$ cat src/include/fsg_pkg.sv
package fsg_pkg;

   // bus clock period and host-side wakeup waits after powerdown exit
   localparam int unsigned CLK_PERIOD_NS = 100;
   localparam int unsigned READ_WAKEUP_NS = 400; // read_wakeup_interval
   localparam int unsigned WRITE_WAKEUP_NS = 1000; // write_wakeup_interval, plain default
   localparam int unsigned READ_WAKEUP_CYC = (READ_WAKEUP_NS + CLK_PERIOD_NS - 1) / CLK_PERIOD_NS;
   localparam int unsigned WRITE_WAKEUP_CYC = (WRITE_WAKEUP_NS + CLK_PERIOD_NS - 1) / CLK_PERIOD_NS;
   // one wait covers both, since the next step may be either a read or a write
   localparam logic [7:0] WAKE_CYC = 8'((READ_WAKEUP_CYC > WRITE_WAKEUP_CYC) ? READ_WAKEUP_CYC : WRITE_WAKEUP_CYC);

   // software register offsets on the host command port
   localparam logic [3:0] REG_CTRL = 4'h0;
   localparam logic [3:0] REG_ADDR = 4'h1;
   localparam logic [3:0] REG_WDATA = 4'h2;
   localparam logic [3:0] REG_CMD = 4'h3;
   localparam logic [3:0] REG_STATUS = 4'h4;
   localparam logic [3:0] REG_RDATA = 4'h5;
   localparam logic [3:0] REG_IRQ_STAT = 4'h6;
   localparam logic [3:0] REG_IRQ_MASK = 4'h7;

   // field positions
   localparam int unsigned CTRL_PD_BIT = 0;
   localparam int unsigned ST_BUSY_BIT = 8;
   localparam int unsigned ST_PD_BIT = 9;
   localparam int unsigned ST_RB_BIT = 10;
   localparam int unsigned ST_RETRY_BIT = 11;
   localparam int unsigned IRQ_DONE = 0;
   localparam int unsigned IRQ_ERR = 1;
   localparam int unsigned IRQ_REFUSED = 2;
   localparam int unsigned IRQ_ABORT = 3;
   localparam int unsigned IRQ_W = 4;

   // device status byte layout and its value after powerdown
   localparam int unsigned SR_READY = 7;
   localparam int unsigned SR_ERASE_ERR = 5;
   localparam int unsigned SR_WRITE_ERR = 4;
   localparam int unsigned SR_VPP_LOW = 3;
   localparam logic [7:0] SR_RESET = 8'h80;
   localparam logic [7:0] SR_CLEAR_MASK = 8'hC7;

   // device command bytes
   localparam logic [7:0] CMD_READ_ARRAY = 8'hFF;
   localparam logic [7:0] CMD_CLEAR_STATUS = 8'h50;
   localparam logic [7:0] CMD_READ_STATUS = 8'h70;
   localparam logic [7:0] CMD_WRITE_SETUP = 8'h40;
   localparam logic [7:0] CMD_ERASE_SETUP = 8'h20;
   localparam logic [7:0] CMD_ERASE_CONFIRM = 8'hD0;

   // host operation codes written to REG_CMD
   localparam logic [2:0] OP_READ = 3'h1;
   localparam logic [2:0] OP_WRITE = 3'h2;
   localparam logic [2:0] OP_ERASE = 3'h3;
   localparam logic [2:0] OP_CLEAR = 3'h4;
   localparam logic [2:0] OP_STAT = 3'h5;

   localparam int unsigned ADDR_W = 20;

   typedef enum logic [1:0] {ACT_WRITE, ACT_READ, ACT_POLL, ACT_END} fsg_act_kind_t;

   typedef struct packed {
      fsg_act_kind_t kind;
      logic [7:0] val;
   } fsg_act_t;

   // every pin the host drives toward the device
   typedef struct packed {
      logic reset_powerdown_n;
      logic ce_n;
      logic oe_n;
      logic we_n;
      logic dq_oe_n;
      logic [ADDR_W-1:0] addr;
      logic [7:0] dq_out;
   } fsg_pins_t;

endpackage : fsg_pkg

$ cat src/core/fsg_host.sv
// Our own choices: the address-and-strobe port and the register offsets.
`timescale 1ns/1ns
`default_nettype none

module fsg_host (
   input wire logic mclk,
   input wire logic rst,
   input wire logic clk_en,
   input wire logic [3:0] bus_addr,
   input wire logic [31:0] bus_wdata,
   input wire logic bus_wr,
   input wire logic bus_rd,
   output logic [31:0] bus_rdata,
   output logic irq,
   output var fsg_pkg::fsg_pins_t pins,
   input wire logic [7:0] dq_in,
   input wire logic ready_busy_out
);
   import fsg_pkg::*;

   typedef enum logic [2:0] {S_IDLE, S_PD, S_WAKE, S_STEP, S_WL, S_WH, S_RL, S_RS} fsg_state_t;

   fsg_state_t state_r; // sequencer state
   logic [2:0] op_r; // operation in progress
   logic [2:0] step_r; // step within the operation
   logic pd_req_r; // software asks for deep powerdown
   logic [ADDR_W-1:0] addr_r; // target address
   logic [7:0] wdata_r; // byte to program
   logic [7:0] flash_stat_r; // last device status seen
   logic [7:0] rdata_r; // last array byte read
   logic retry_r; // aborted write or erase awaits replay
   logic [7:0] wake_cnt_r; // cycles spent waking
   logic [ADDR_W-1:0] pin_addr_r; // address pins
   logic [7:0] pin_dq_r; // data pins
   logic [IRQ_W-1:0] irq_stat_r; // sticky events
   logic [IRQ_W-1:0] irq_mask_r; // event enables
   logic [7:0] last_byte_r; // last byte strobed into the device
   logic [7:0] since_wake_r; // cycles since the powerdown pin rose
   fsg_act_t act; // current step's bus action
   logic active; // state that is touching the bus
   logic cmd_wr; // software writes the command register
   logic refuse; // write or erase refused
   logic cmd_go; // operation accepted
   logic ev_done;
   logic ev_err;
   logic ev_abort;
   logic poll_op;

   // what each operation does at each step
   function automatic fsg_act_t step_act(input logic [2:0] op, input logic [2:0] step, input logic [7:0] data);
      fsg_act_t a;
      a = '{kind: ACT_END, val: CMD_READ_ARRAY};
      unique case (op)
         OP_READ: begin
            // array reads always follow a fresh read-array command
            if (step == 3'h0) a = '{kind: ACT_WRITE, val: CMD_READ_ARRAY};
            else if (step == 3'h1) a.kind = ACT_READ;
         end
         OP_WRITE, OP_ERASE: begin
            if (step == 3'h0) a = '{kind: ACT_WRITE, val: (op == OP_WRITE) ? CMD_WRITE_SETUP : CMD_ERASE_SETUP};
            else if (step == 3'h1) a = '{kind: ACT_WRITE, val: (op == OP_WRITE) ? data : CMD_ERASE_CONFIRM};
            else if (step == 3'h2) a.kind = ACT_POLL;
            else if (step == 3'h3) a = '{kind: ACT_WRITE, val: CMD_READ_ARRAY};
         end
         OP_CLEAR: begin
            if (step == 3'h0) a = '{kind: ACT_WRITE, val: CMD_CLEAR_STATUS};
         end
         OP_STAT: begin
            if (step == 3'h0) a = '{kind: ACT_WRITE, val: CMD_READ_STATUS};
            else if (step == 3'h1) a.kind = ACT_READ;
            else if (step == 3'h2) a = '{kind: ACT_WRITE, val: CMD_READ_ARRAY};
         end
         default: a.kind = ACT_END;
      endcase
      return a;
   endfunction : step_act

   assign act = step_act(op_r, step_r, wdata_r);
   assign active = (state_r == S_STEP) || (state_r == S_WL) || (state_r == S_WH) ||
                   (state_r == S_RL) || (state_r == S_RS);
   assign poll_op = (op_r == OP_WRITE) || (op_r == OP_ERASE);
   assign cmd_wr = clk_en && bus_wr && (bus_addr == REG_CMD);
   // the host will not start a write or erase while the device reports low program voltage
   assign refuse = cmd_wr && (state_r == S_IDLE) && !pd_req_r && flash_stat_r[SR_VPP_LOW] &&
                   ((bus_wdata[2:0] == OP_WRITE) || (bus_wdata[2:0] == OP_ERASE));
   assign cmd_go = cmd_wr && (state_r == S_IDLE) && !pd_req_r && !refuse &&
                   (bus_wdata[2:0] >= OP_READ) && (bus_wdata[2:0] <= OP_STAT);
   assign ev_done = clk_en && (state_r == S_STEP) && (act.kind == ACT_END);
   // any error flag after a programming operation, including the double flag of a bad sequence
   assign ev_err = ev_done && poll_op && (flash_stat_r[SR_ERASE_ERR:SR_VPP_LOW] != 3'h0);
   assign ev_abort = clk_en && pd_req_r && active;

   // sequencer; powerdown request pre-empts everything
   always_ff @(posedge mclk or posedge rst) begin
      if (rst) begin
         state_r <= S_IDLE;
      end else if (clk_en) begin
         if (pd_req_r && state_r != S_PD) begin
            state_r <= S_PD;
         end else begin
            unique case (state_r)
               S_IDLE: if (cmd_go) state_r <= S_STEP;
               S_PD: if (!pd_req_r) state_r <= S_WAKE;
               // no access until both wakeup waits have passed
               S_WAKE: if (wake_cnt_r == WAKE_CYC - 8'h01) state_r <= retry_r ? S_STEP : S_IDLE;
               S_STEP: begin
                  unique case (act.kind)
                     ACT_WRITE: state_r <= S_WL;
                     ACT_READ, ACT_POLL: state_r <= S_RL;
                     ACT_END: state_r <= S_IDLE;
                  endcase
               end
               S_WL: state_r <= S_WH;
               S_WH: state_r <= S_STEP;
               S_RL: state_r <= S_RS;
               S_RS: state_r <= S_STEP;
            endcase
         end
      end
   end

   // step counter; a poll step repeats until the device reports ready
   always_ff @(posedge mclk or posedge rst) begin
      if (rst) begin
         step_r <= 3'h0;
      end else if (clk_en) begin
         if (cmd_go || state_r == S_WAKE) step_r <= 3'h0;
         else if (state_r == S_WH) step_r <= step_r + 3'h1;
         else if (state_r == S_RS && !(act.kind == ACT_POLL && !dq_in[SR_READY])) step_r <= step_r + 3'h1;
      end
   end

   // a write or erase cut short by powerdown is replayed from its first step
   always_ff @(posedge mclk or posedge rst) begin
      if (rst) begin
         retry_r <= 1'b0;
      end else if (clk_en) begin
         if (ev_abort && poll_op) retry_r <= 1'b1;
         else if (state_r == S_WAKE && wake_cnt_r == WAKE_CYC - 8'h01) retry_r <= 1'b0;
      end
   end

   // wakeup counter
   always_ff @(posedge mclk or posedge rst) begin
      if (rst) wake_cnt_r <= 8'h00;
      else if (clk_en) wake_cnt_r <= (state_r == S_WAKE) ? wake_cnt_r + 8'h01 : 8'h00;
   end

   // shadow of the device status byte
   always_ff @(posedge mclk or posedge rst) begin
      if (rst) begin
         flash_stat_r <= SR_RESET;
      end else if (clk_en) begin
         if (state_r == S_PD) flash_stat_r <= SR_RESET;
         else if (state_r == S_RS && (act.kind == ACT_POLL || op_r == OP_STAT)) flash_stat_r <= dq_in;
         else if (state_r == S_WH && op_r == OP_CLEAR) flash_stat_r <= flash_stat_r & SR_CLEAR_MASK;
      end
   end

   // array read result
   always_ff @(posedge mclk or posedge rst) begin
      if (rst) rdata_r <= 8'h00;
      else if (clk_en && state_r == S_RS && op_r == OP_READ) rdata_r <= dq_in;
   end

   // address and data pins load as each step starts, so they settle before the strobe
   always_ff @(posedge mclk or posedge rst) begin
      if (rst) begin
         pin_addr_r <= '0;
         pin_dq_r <= 8'h00;
      end else if (clk_en && state_r == S_STEP) begin
         pin_addr_r <= addr_r;
         pin_dq_r <= act.val;
      end
   end

   // control pins: we only pulses with ce low; everything quiet while reset is low
   always_comb begin
      pins.reset_powerdown_n = (state_r != S_PD);
      pins.ce_n = !((state_r == S_WL) || (state_r == S_WH) || (state_r == S_RL) || (state_r == S_RS));
      pins.we_n = (state_r != S_WL);
      pins.oe_n = !((state_r == S_RL) || (state_r == S_RS));
      pins.dq_oe_n = !((state_r == S_WL) || (state_r == S_WH)); // data held one cycle past we rising
      pins.addr = pin_addr_r;
      pins.dq_out = pin_dq_r;
   end

   // software writes
   always_ff @(posedge mclk or posedge rst) begin
      if (rst) begin
         pd_req_r <= 1'b0;
         addr_r <= '0;
         wdata_r <= 8'h00;
         op_r <= OP_READ;
         irq_mask_r <= '0;
      end else if (clk_en && bus_wr) begin
         unique case (bus_addr)
            REG_CTRL: pd_req_r <= bus_wdata[CTRL_PD_BIT];
            // target and data are frozen while an operation runs
            REG_ADDR: if (state_r == S_IDLE) addr_r <= bus_wdata[ADDR_W-1:0];
            REG_WDATA: if (state_r == S_IDLE) wdata_r <= bus_wdata[7:0];
            REG_CMD: if (cmd_go) op_r <= bus_wdata[2:0];
            REG_IRQ_MASK: irq_mask_r <= bus_wdata[IRQ_W-1:0];
            default: ;
         endcase
      end
   end

   // sticky events; a read clears, but an event in the same cycle survives
   always_ff @(posedge mclk or posedge rst) begin
      if (rst) begin
         irq_stat_r <= '0;
      end else if (clk_en) begin
         irq_stat_r <= ((bus_rd && bus_addr == REG_IRQ_STAT) ? '0 : irq_stat_r) |
                       {ev_abort, refuse, ev_err, ev_done};
      end
   end

   assign irq = |(irq_stat_r & irq_mask_r);

   // read data one cycle after the strobe, zero elsewhere
   always_ff @(posedge mclk or posedge rst) begin
      if (rst) begin
         bus_rdata <= 32'h0000_0000;
      end else if (clk_en) begin
         bus_rdata <= 32'h0000_0000;
         if (bus_rd) begin
            unique case (bus_addr)
               REG_CTRL: bus_rdata[CTRL_PD_BIT] <= pd_req_r;
               REG_ADDR: bus_rdata[ADDR_W-1:0] <= addr_r;
               REG_WDATA: bus_rdata[7:0] <= wdata_r;
               REG_CMD: bus_rdata[2:0] <= op_r;
               REG_STATUS: bus_rdata[ST_RETRY_BIT:0] <= {retry_r, ready_busy_out, state_r == S_PD,
                                                        state_r != S_IDLE && state_r != S_PD, flash_stat_r};
               REG_RDATA: bus_rdata[7:0] <= rdata_r;
               REG_IRQ_STAT: bus_rdata[IRQ_W-1:0] <= irq_stat_r;
               REG_IRQ_MASK: bus_rdata[IRQ_W-1:0] <= irq_mask_r;
               default: ;
            endcase
         end
      end
   end

   // helper state for the checks below
   always_ff @(posedge mclk or posedge rst) begin
      if (rst) begin
         last_byte_r <= CMD_READ_ARRAY;
         since_wake_r <= 8'hFF;
      end else begin
         if (!pins.we_n) last_byte_r <= pins.dq_out;
         if (!pins.reset_powerdown_n) since_wake_r <= 8'h00;
         else if (since_wake_r != 8'hFF) since_wake_r <= since_wake_r + 8'h01;
      end
   end

   property p_we_gated;
      @(posedge mclk) disable iff (rst)
         !pins.we_n |-> !pins.ce_n && pins.oe_n && pins.reset_powerdown_n && !pins.dq_oe_n;
   endproperty
   a_we_gated: assert property (p_we_gated) else $error("write strobe without chip enable");
   property p_pd_quiet;
      @(posedge mclk) disable iff (rst)
         !pins.reset_powerdown_n |-> pins.ce_n && pins.we_n && pins.oe_n && pins.dq_oe_n;
   endproperty
   a_pd_quiet: assert property (p_pd_quiet) else $error("controls active during powerdown");
   property p_wake;
      @(posedge mclk) disable iff (rst) !pins.ce_n |-> since_wake_r >= WAKE_CYC;
   endproperty
   a_wake: assert property (p_wake) else $error("access before wakeup interval");
   property p_refuse;
      @(posedge mclk) disable iff (rst) refuse |=> state_r == S_IDLE && irq_stat_r[IRQ_REFUSED];
   endproperty
   a_refuse: assert property (p_refuse) else $error("write or erase started with vpp low");
   property p_final_ff;
      @(posedge mclk) disable iff (rst) ev_done && poll_op |-> last_byte_r == CMD_READ_ARRAY;
   endproperty
   a_final_ff: assert property (p_final_ff) else $error("operation ended without read-array");
   property p_read_ff;
      @(posedge mclk) disable iff (rst)
         $fell(pins.oe_n) && op_r == OP_READ |-> last_byte_r == CMD_READ_ARRAY;
   endproperty
   a_read_ff: assert property (p_read_ff) else $error("array read without read-array");
   property p_no_contention;
      @(posedge mclk) disable iff (rst) !pins.dq_oe_n |-> pins.oe_n ##1 (pins.oe_n || pins.dq_oe_n);
   endproperty
   a_no_contention: assert property (p_no_contention) else $error("host and device drive data together");
   property p_retry;
      @(posedge mclk) disable iff (rst || !clk_en)
         $rose(pins.reset_powerdown_n) && retry_r |-> ##[1:20] !pins.we_n;
   endproperty
   a_retry: assert property (p_retry) else $error("aborted sequence not replayed");

endmodule : fsg_host

`default_nettype wire

$ cat config.mk
export PLATFORM = sky130hd
export DESIGN_NAME = fsg_host
export DESIGN_NICKNAME = d
export VERILOG_FILES = /design/src/include/fsg_pkg.sv /design/src/core/fsg_host.sv
export SDC_FILE = /design/constraint.sdc
export NUM_CORES = 1
export LEC_CHECK = 0
export ABC_AREA = 1
export BUFFER_PORTS_ARGS = -buffer_cell sky130_fd_sc_hd__clkbuf_2
export CAP_MARGIN = 20
export CORE_MARGIN = 3
export CORE_UTILIZATION = 60
export DETAILED_ROUTE_END_ITERATION = 12
export HOLD_SLACK_MARGIN = 0.03
export PLACE_DENSITY_LB_ADDON = 0.2
export SYNTH_ARGS = -nofsm -noshare
export SYNTH_HDL_FRONTEND = slang
export SYNTH_SLANG_ARGS = --single-unit
$ cat constraint.sdc
create_clock -name mclk -period 7 [get_ports mclk]
set_input_delay 0.35 -clock mclk [delete_from_list [all_inputs] [get_ports mclk]]
set_output_delay 0.35 -clock mclk [all_outputs]
set_load 0.01 [all_outputs]
# Yosys cells after proc, flatten, opt, wreduce, memory -nomap -nowiden
# Cells that the tools add are included.
# totals
register_bits	119
input_bits	50
output_inout_bits	66
word_cells	164
# classes
add_sub_neg	2
order_cmp	2
n_eq_ne	33
muxes	40
n_bitwise	2
reduce_logical	69
# ops
operator	n
10-bit 2-to-1 mux	6
8-bit 2-to-1 mux	7
1-bit logical AND	26
3-bit by 2-bit == test with 1-bit output, second input constant	8
8-bit case mux with 3 select lines	1
3-bit 2-to-1 mux	7
3-bit case mux with 7 select lines	1
20-bit 2-to-1 mux	1
3-bit == test, second input constant	6
4-bit by 3-bit == test with 1-bit output, second input constant	4
4-bit case mux with 4 select lines	1
2-bit case mux with 7 select lines	1
1-bit logical OR	12
2-bit AND reduction	6
3-bit nonzero test	4
2-bit 2-to-1 mux	5
3-bit by 1-bit == test with 1-bit output, second input constant	3
3-bit != test, second input constant	3
3-bit case mux with 3 select lines	1
3-bit AND reduction	3
8-bit by 1-bit adder with 8-bit output, second input constant	1
4-bit by 2-bit == test with 1-bit output, second input constant	2
8-bit by 4-bit == test with 1-bit output, second input constant	1
1-bit case mux with 8 select lines	1
25 further kinds	37

# Longest topological paths before layout
# Gate-level depths: netlist of the first run.
# logic_depth
word_depth	13
mapped_depth	18
depth_no_buf	18

# Least setup slack after synthesis of the first run
# OpenSTA, ideal clock, no wires.
# synth_timing
kind	flip-flop to flip-flop
start	register op_r[2]
end	register flash_stat_r[3]
setup_ps	76
arrival_ps	2117
required_ps	6924
path_slack_ps	4806
path_stages_with_launch	18
n_path_buf	0
period_less_slack_ps	2194
path_cell_list	dfrtp_1 -> inv_2 -> ha_1 -> inv_1 -> nor2_1 -> o21ai_0 -> nand2_1 -> a21oi_1 -> nand2_1 -> ha_1 -> inv_1 -> nand2_1 -> nand2_1 -> nand2_1 -> nand2_1 -> o21ai_2 -> nand3_1 -> o21ai_1
# synth_via
elab_chain_cells	8
word_cells_on_any_way	15
classes_between	6 x eq/ne; 3 x mux; 6 x reduce/logical
# synth_rtl
item	line_no	rtl
start, declared	fsg_host.sv:24	logic [2:0] op_r;
start signal, assigned	fsg_host.sv:202	REG_CMD: if (cmd_go) op_r <= bus_wdata[2:0];
3-bit by 2-bit == test with 1-bit output	fsg_host.sv:53	unique case (op)
2-bit OR reduction	fsg_host.sv:53	
2-bit case mux with 4 select lines	fsg_host.sv:53	
2-bit == test	fsg_host.sv:155	else if (state_r == S_RS && (act.kind == ACT_POLL || op_r == OP_STAT)) flash_stat_r <= dq_in;
1-bit logical OR	fsg_host.sv:155	
1-bit logical AND	fsg_host.sv:155	
3-bit nonzero test (no line) or 8-bit 2-to-1 mux (tied branches)	--	
2-bit AND reduction (no line) or 8-bit 2-to-1 mux (tied branches)	--	
end signal, assigned	fsg_host.sv:155	
end signal, assigned	fsg_host.sv:156	else if (state_r == S_WH && op_r == OP_CLEAR) flash_stat_r <= flash_stat_r & SR_CLEAR_MASK;
end, declared	fsg_host.sv:29	logic [7:0] flash_stat_r;
# Parallel ways exist; a longest one is shown, timed or not. The select of a mux whose other input is x is not followed.
# A chain may end at the register's enable or synchronous reset.

# Worst setup path in the final report of the first run
# layout_timing
start	register op_r[2]
end	register flash_stat_r[4]
# The elaborated chain is that of the path after synthesis.

==> results.txt, run 1 <==
* Final routed wirelength across all metal layers: 15.1 mm
- Wire length of the first global-routing pass: 24.9 mm
* Floorplan row count: 35
- Critical Path End Type: register
* Post-synth top flop: sky130_fd_sc_hd__dfrtp_1
- The worst path needs 2740 ps of the cycle, external delays included.
* Chip Width: 105 um
* Crit path max-delay cell type: sky130_fd_sc_hd__dfrtp_1
* Clk sink count: 119
* Count of antenna-violating nets left after detailed routing: 0
* Number of buffers created by CTS: 17
- Count of buffers from port buffering: 91
- Initial Util: 0.627
* Post-layout power: 2.50 mW
- Crit-path max FO: 8
- Entering global routing, the biggest net connects 62 pins.
- Synthesized area: 0.00590 mm^2
* Fin Clk Skew: 8.80 ps
- Once routing completed, OpenROAD measured the worst setup slack at 4260 ps.
- Total number of nets in the final design: 843
* Worst max-slew margin expressed relative to the limit: 0.502
* Mean post-synth cell area: approximately 8.5 um^2
- Registers take 0.00298 mm^2.
- First-pass DRT Iterations: 5
* Half-perimeter wire length after placement: 10.4 mm
- After clock tree synthesis, the clock-pin slew on the worst setup and hold paths is 60 ps.
- Power density cells: 359 mW/mm^2
- GPL Wtd Cong: 0.897
* Number of remaining DRC errors: 0
* Worst supply voltage drop on vdd: 0.198 mV
- Once the clock tree was built, the setup fixing pass inserted 0 buffers.
- Initial detailed-routing violation count: 557
- After floorplanning, the core was sized to cover around 0.0094 mm^2.
* Total Routing Usage GR: 0.286
* Final number of max-transition violations: 0
- Footprint of the multi-input gates: 0.00235 mm^2
- The floorplan step defined a die boundary enclosing 0.0111 mm^2.
- OpenSTA, run right after detailed placement, puts the worst setup slack at between 4000 and 5000 ps.
- Antenna diode count: 0
- The critical path goes through inv_2, ha_1, inv_1, nor2_1, o21ai_0, nand2_1, a21oi_1, nand2_1, ha_1, inv_1, nand2_1, nand2_1, nand2_1, nand2_1, o21ai_2, nand3_1, o21ai_1.
- The run finished with clean final reports.
- Based on the critical path, the design can be clocked at up to 364 MHz.
- CTS built an H-tree with a depth of 4.
- Final hold violation count: 0
- Layout filler cell count: about 680
* Routed wire length per instance: 16.3 um
- Fraction of met3 tracks used by global routing: 0.0636
- Met2 track demand over resource: 0.469
* Post-synthesis sequential element count: 119
- Share of the clock period used by the worst path after layout: 0.392
* Vias in the first global route: 4992
- Final-layout setup total negative slack: 0 ps
* Area Overhead vs Synth: 18.0%
* Warning count from the yosys run: 0
* Number of synthesized flops with an enable pin: 0
- Number of primary I/O pins: 116
- Count of endpoints failing setup in the final report: 0
- Slew at the pin closest to its max-slew limit: 744 ps
- STA classifies the critical path startpoint as a register.
- The floorplan step set the die height to 105 um.
* Cell at the root of the clock tree: sky130_fd_sc_hd__clkbuf_8
- Source-to-sink clock delay at the later pin of the worst-skew pair: 520 ps
* Leak pwr: 3.59 nW
- Max-cap viol count: 0
- The path class of the tightest hold or removal check is input port to register.
- Top cell by count, worst path: sky130_fd_sc_hd__nand2_1
* Busiest metal layer after global routing: met2
- Across all layers, the routed design uses 5216 vias.
- Via-to-Cell Ratio: around 5.6
- The clock passes through at most 2 buffers.
- Critical path class: register to register
- In the final layout, the share of cells above drive strength 1 is 0.219.
- Residual overflow from global routing: 0
- In this design, the stage delay of the slowest critical-path cell is 460 ps.
- Most common cell after layout, fill and taps aside: sky130_fd_sc_hd__nand2_1
* Post-Syn Instances: ~690
- For this run, global-route usage on met1 was measured as 0.381.
- TritonCTS built the clock tree.
- Distinct cells, synth: 41
- Worst hold slack across all endpoints: 59.7 ps
- After synthesis, the share of flip-flops with an asynchronous set or reset is 1.00.
* Highest-count cells in the layout ignoring fill and taps: 149 x sky130_fd_sc_hd__nand2_1, 117 x sky130_fd_sc_hd__dfrtp_1, 91 x sky130_fd_sc_hd__clkbuf_2, 88 x sky130_fd_sc_hd__inv_1, 47 x sky130_fd_sc_hd__o21ai_0
* Fraction of the yosys area taken by sequential cells: 0.505
- Setup repair after global routing left no endpoint under its margin.
- Antenna violations before repair: 0
- For the worst setup path, the data required time is 7440 ps.
- At the worst endpoint, the arrival time is 3180 ps.
-- area by class of cell --
class | instances | share of cell area
clock buffer | 18 | 0.0600
multi-input combinational | 447 | 0.338
sequential | 119 | 0.428
timing repair buffer | 94 | 0.0690
inverter | 103 | 0.0564
tap | 129 | 0.0232
clock inverter | 14 | 0.0252
-- final timing paths --
| check | from | end | slack, ps | cells past startpoint |
|---|---|---|---|---|
| min reg2reg | pin_addr_r[2] | pin_addr_r[2] | 480 | 2 |
| max in group asynchronous | rst | step_r[0] | 5270 | 4 |
| min | dq_in[4] | rdata_r[4] | 60 | 2 |
| min in group asynchronous | rst | bus_rdata[15] | 500 | 3 |
| max | op_r[2] | flash_stat_r[4] | 4260 | 17 |
| max reg2reg | op_r[2] | flash_stat_r[4] | 4260 | 17 |
-- sequential cells by signal (all words and copies together), names as in the netlist, 4 cells and up --
register,cells
rdata_r,8
irq_mask_r,4
pin_dq_r,8
pin_addr_r,20
wdata_r,8
addr_r,20
wake_cnt_r,8
bus_rdata,20
irq_stat_r,4
flash_stat_r,8
-- cells in the mapped netlist, types with 4 or more instances --
master                      number  area share
sky130_fd_sc_hd__a21oi_1        19       0.016
sky130_fd_sc_hd__nand2_4         4      0.0076
sky130_fd_sc_hd__buf_2          10      0.0085
sky130_fd_sc_hd__nand2_1       149       0.095
sky130_fd_sc_hd__nand3_1        30       0.025
sky130_fd_sc_hd__inv_1          89       0.057
sky130_fd_sc_hd__nor3_2          5      0.0085
sky130_fd_sc_hd__nor3_1          5      0.0042
sky130_fd_sc_hd__buf_4          15       0.019
sky130_fd_sc_hd__nand4_1         5      0.0053
sky130_fd_sc_hd__ha_1           11       0.023
sky130_fd_sc_hd__o21ai_1        43       0.036
sky130_fd_sc_hd__a32o_1          8       0.014
sky130_fd_sc_hd__clkbuf_1        6      0.0038
sky130_fd_sc_hd__o22ai_1        15       0.016
sky130_fd_sc_hd__a22o_1          4      0.0059
sky130_fd_sc_hd__nor2_1         46       0.029
sky130_fd_sc_hd__o21ai_0        47       0.040
sky130_fd_sc_hd__dfrtp_1       117        0.50
sky130_fd_sc_hd__nand2_2        10       0.011
sky130_fd_sc_hd__nor2_4          6       0.011
sky130_fd_sc_hd__inv_2          12      0.0076
sky130_fd_sc_hd__a2bb2oi_1       6      0.0089
-- logic make-up after synthesis --
| group | Yosys count | share of synthesized area |
|---|---|---|
| AO/OA/AOI/OAI | 152 | 0.149 |
| XOR/XNOR | 1 | 0.00148 |
| adder cells (fa/ha/maj) | 11 | 0.0233 |
| buffers and inverters | 137 | 0.103 |
| flip-flops | 119 | 0.505 |
| multiplexers | 3 | 0.00572 |
| other | 1 | 0.000636 |
| AND/OR/NAND/NOR | 268 | 0.211 |
-- power by group --
group / internal (mW) / switching (mW) / leakage (nW)
Sequential: 0.849 / 0.127 / 1.51
Clock: 0.545 / 0.326 / 0.282
Combinational: 0.232 / 0.420 / 1.80
-- repair_timing --
action	4_1_cts	5_1_grt
endpoints found under the hold margin	60	0
gates resized for setup	0	0
hold buffers	1	0
-- stage by stage --
step,instance area (um^2),std cells,util
after CTS,6960,924,0.739
after floorplan,5940,703,-
after global placement,6360,891,0.675
after global routing,6960,924,0.739
final,6960,924,0.739
after detailed placement,6360,891,0.675
-- critical path, delay by kind of cell (launching register included) --
| family | cells | cell delay (ps) |
|---|---|---|
| compound gates | 4 | 480 |
| fa+ha+maj | 2 | 390 |
| buf+inv | 3 | 290 |
| flops | 1 | 460 |
| simple gates | 8 | 1020 |
-- metal layers --
| layer | vias up | routed length (um) |
|---|---|---|
| li1 | 2419 | - |
| met2 | 277 | 7410 |
| met3 | 40 | 1250 |
| met1 | 2480 | 6110 |
| met4 | 0 | 320 |
| met5 | - | 0 |
Power figures use the tool's default switching activity.
==> run 2: changes to the inputs <==
- ABC_AREA: 1 -> 0
- CORE_UTILIZATION: 60 -> 50
- clock period: 7 -> 2.43 ns (I/O delays scaled with it)
==> results.txt, run 2 <==
* Die ar.: 0.0133 mm^2 (was 0.0111 mm^2)
- Data arrival time of the critical path: 2700 ps (was 3180 ps)
- Vias in the first global route: 4827 (was 4992)
- Number of buffers created by CTS: 17 (unchanged)
- Crit-path max cell delay: 390 ps (was 460 ps)
- Routed wire length per instance: 18.4 um (was 16.3 um)
* Area Overhead vs Synth: 29.3% (was 18.0%)
- Most frequent cell after synthesis: sky130_fd_sc_hd__dfrtp_1 (was sky130_fd_sc_hd__nand2_1)
- Critical path class: register to register (unchanged)
* Post-Syn Instances: 558 (was 692)
- Antenna diode count: 0 (unchanged)
* Total number of nets in the final design: 762 (was 843)
- The data required time of the worst path is 2780 ps (was 7440 ps).
- The global route total overflow came to 0 (unchanged).
* Count of endpoints failing setup in the final report: 0 (unchanged)
* Fin Clk Skew: 6.85 ps (was 8.80 ps)
* Min setup slack post-route: 80.1 ps (was 4260 ps)
- Highest-count cells in the layout ignoring fill and taps: 117 x sky130_fd_sc_hd__dfrtp_1, 91 x sky130_fd_sc_hd__clkbuf_2, 57 x sky130_fd_sc_hd__nand2_1, 52 x sky130_fd_sc_hd__mux2_2, 36 x sky130_fd_sc_hd__buf_4 (was 149 x sky130_fd_sc_hd__nand2_1, 117 x sky130_fd_sc_hd__dfrtp_1, 91 x sky130_fd_sc_hd__clkbuf_2, 88 x sky130_fd_sc_hd__inv_1, 47 x sky130_fd_sc_hd__o21ai_0)
- Maximum number of pins on one net before global-route repair: 120 (was 62)
- The total I/O pin count is 116 (unchanged).
- Kind of start point of the critical path: register (unchanged)
* Post-synth top flop: sky130_fd_sc_hd__dfrtp_1 (unchanged)
- The final hold slack came to 74.9 ps (was 59.7 ps).
- Power density cells: 992 mW/mm^2 (was 359 mW/mm^2)
- The portion of the post-synthesis area used by sequential elements came to 0.501 (was 0.505).
* Final number of max-transition violations: 0 (unchanged)
- The number of buffers on the longest clock path is 2 (unchanged).
- Result of the run: complete, no violations (unchanged).
- The slew at the pin closest to its max-slew limit is 660 ps (was 744 ps).
* Worst slack at placement: -84.0 ps (was 4340 ps)
- Total Routing Usage GR: 0.246 (was 0.286)
- The count of different cell masters after synthesis was 62 (was 41).
- Die Span Y: 115 um (was 105 um)
* Count of buffers from port buffering: 91 (unchanged)
- Critical Path, Cell by Cell: inv_1, ha_1, nor2_2, a21oi_2, o21ai_2, nand2b_4, ha_2, inv_1, a211oi_2, buf_4, and2_4, a22o_1 (was inv_2, ha_1, inv_1, nor2_1, o21ai_0, nand2_1, a21oi_1, nand2_1, ha_1, inv_1, nand2_1, nand2_1, nand2_1, nand2_1, o21ai_2, nand3_1, o21ai_1)
* Maximum clock frequency: 426 MHz (was 364 MHz)
- The count of endpoints failing hold in the final timing report came to 0 (unchanged).
- Count of antenna-violating nets left after detailed routing: 0 (unchanged)
* Critical Path End Type: register (unchanged)
- The clock-pin transition on the worst setup and hold timing paths was 50 ps (was 60 ps).
- The post-synthesis instance area came to 0.00595 mm^2 (was 0.00590 mm^2).
- Leading registers by flop count: addr_r (20), bus_rdata (20), pin_addr_r (20) (unchanged)
- Number of standard cells in the layout, taps in and fillers out: 857 (was 924)
* Top cell by count, worst path: sky130_fd_sc_hd__inv_1 (was sky130_fd_sc_hd__nand2_1)
- The number of antenna violations at the first check in global routing came to 0 (unchanged).
- The buffer cell driving the clock tree root is sky130_fd_sc_hd__clkbuf_16 (was sky130_fd_sc_hd__clkbuf_8).
- Number of remaining DRC errors: 0 (unchanged)
- The share of async-settable or async-resettable flops after synthesis is 1.00 (unchanged).
- The initial cell density of the core came to 0.517 (was 0.627).
- The wire length of the first global-routing pass is 25.2 mm (was 24.9 mm).
* Initial detailed-routing violation count: 393 (was 557)
- The commonest non-fill, non-tap cell in the layout is sky130_fd_sc_hd__dfrtp_1 (was sky130_fd_sc_hd__nand2_1).
- The proportion of layout cells with a drive suffix above 1 was 0.333 (was 0.219).
- Mean post-synth cell area: 10.7 um^2 (was 8.53 um^2)
* Number of synthesized flops with an enable pin: 0 (unchanged)
* Worst Path Buf+Inv: 3 (unchanged)
* Worst supply voltage drop on vdd: 0.646 mV (was 0.198 mV)
- Post-layout power: 7.63 mW (was 2.50 mW)
- Final routed wirelength across all metal layers: 15.8 mm (was 15.1 mm)
* Warning count from the yosys run: 0 (unchanged)
- First-pass DRT Iterations: 5 (unchanged)
- Half-perimeter wire length after placement: 11.0 mm (was 10.4 mm)
- Family with the most delay on the worst path: compound AO/OA/AOI/OAI gates (was simple AND/OR/NAND/NOR gates)
- Floorplan row count: 39 (was 35)
- Worst max-slew margin expressed relative to the limit: 0.560 (was 0.502)
- Via-to-Cell Ratio: 5.78 (was 5.65)
- Path type of the worst min-delay path: input port to register (unchanged)
- Share of the clock period used by the worst path after layout: 0.967 (was 0.392)
- The placeable core area is 0.0115 mm^2 (was 0.00942 mm^2).
- The clock tree from TritonCTS is built (unchanged).
- Leak pwr: 3.67 nW (was 3.59 nW)
- Minimum period implied by the final worst setup slack: 2350 ps (was 2740 ps)
- The cell count after placement was 795 (was 891).
- Post-synthesis sequential element count: 119 (unchanged)
* Cell type contributing the most total cell area after synthesis: sky130_fd_sc_hd__dfrtp_1 (unchanged)
- Top cell types by occurrence after synthesis: 117 x sky130_fd_sc_hd__dfrtp_1, 57 x sky130_fd_sc_hd__nand2_1, 52 x sky130_fd_sc_hd__mux2_2 (was 149 x sky130_fd_sc_hd__nand2_1, 117 x sky130_fd_sc_hd__dfrtp_1, 89 x sky130_fd_sc_hd__inv_1).
* Cell types with the largest area share after synthesis: sky130_fd_sc_hd__dfrtp_1 49%, sky130_fd_sc_hd__mux2_2 9.8%, sky130_fd_sc_hd__nand2_1 3.6%, sky130_fd_sc_hd__a22o_1 2.6%, sky130_fd_sc_hd__mux2i_1 2.4% (was sky130_fd_sc_hd__dfrtp_1 50%, sky130_fd_sc_hd__nand2_1 9.5%, sky130_fd_sc_hd__inv_1 5.7%, sky130_fd_sc_hd__o21ai_0 4.0%, sky130_fd_sc_hd__o21ai_1 3.6%)
- Max-cap viol count: 0 (unchanged)
- The share of the synthesized area in the top cell type was 0.492 (was 0.496).
* Crit-path max FO: 5 (was 8)
* Clk sink count: 119 (unchanged)
- Chip Width: 115 um (was 105 um)
- Layout filler cell count: 880 (was 682)
- Htree depth: 4 (unchanged)
- The worst-path cell with the longest stage delay was sky130_fd_sc_hd__dfrtp_1 (unchanged).
- The latest clock arrival within the worst-skew pair was 410 ps (was 520 ps).
- GPL Wtd Cong: 0.891 (was 0.897)
- The routed via count was 4953 (was 5216).
- The accumulated negative setup slack was 0 ps (unchanged).
[run 2: path summary, 6_finish.rpt]
kind                           startpoint               to  slack [ps]  cells after the start
max in group asynchronous             rst  flash_stat_r[4]        1500                      4
min reg2reg                pin_addr_r[12]   pin_addr_r[12]         480                      2
min in group asynchronous             rst      pin_dq_r[0]         400                      4
max reg2reg                       op_r[2]  flash_stat_r[6]          80                     12
min                          bus_wdata[1]    irq_stat_r[2]          70                      3
max                               op_r[2]  flash_stat_r[6]          80                     12
[run 2: layout make-up]
cell class	instances	area, um^2	share of cell area
clock inverter	12	200	0.0260
inverter	26	101	0.0132
tap	143	179	0.0232
sequential	119	2980	0.387
multi-input combinational	381	2760	0.359
clock buffer	20	447	0.0580
timing repair buffer	156	1030	0.133
[run 2: worst register-to-register path: stages, from the launching register on]
cell and delay, ps:
sky130_fd_sc_hd__dfrtp_1 390, sky130_fd_sc_hd__inv_1 90, sky130_fd_sc_hd__ha_1 210, sky130_fd_sc_hd__nor2_2 160
sky130_fd_sc_hd__a21oi_2 60, sky130_fd_sc_hd__o21ai_2 190, sky130_fd_sc_hd__nand2b_4 160, sky130_fd_sc_hd__ha_2 170
sky130_fd_sc_hd__inv_1 60, sky130_fd_sc_hd__a211oi_2 310, sky130_fd_sc_hd__buf_4 190, sky130_fd_sc_hd__and2_4 170
sky130_fd_sc_hd__a22o_1 130
[run 2: routing by layer]
layer  share of wire  global-route usage
met5               0                   0
met4           0.023              0.0845
met3           0.067              0.0705
met2            0.47               0.379
met1            0.44               0.337
[run 2: logic make-up (layout without fill, tap and decap cells)]
| family | after synthesis | after routing | synth area share |
|---|---|---|---|
| simple gates | 155 | 155 | 0.135 |
| compound gates | 134 | 134 | 0.159 |
| flops | 119 | 119 | 0.501 |
| buf+inv | 69 | 214 | 0.0532 |
| mux | 67 | 67 | 0.126 |
| fa+ha+maj | 11 | 11 | 0.0231 |
| xor+xnor | 2 | 2 | 0.00294 |
| other cells | 1 | 12 | 0.000630 |
[run 2: timing repair]
item | 4_1_cts | 5_1_grt
setup endpoints to repair | 5 | 9
endpoints found under the hold margin | 157 | 0
pin swaps | 0 | 3
setup buffers | 0 | 2
resized for setup | 2 | 17
hold buffers | 28 | 0
[run 2: power by group]
part	leakage (nW)	switching [mW]	internal, mW
logic	1.79	1.13	0.970
clock network	0.306	0.902	1.84
registers	1.58	0.388	2.40
[run 2: through the flow]
step                instance area [um^2]   util
detailed placement                  6710  0.582
global route                        7700  0.668
finish                              7700  0.668
global placement                    6710  0.582
CTS                                 7630  0.663
floorplan                           6010      -
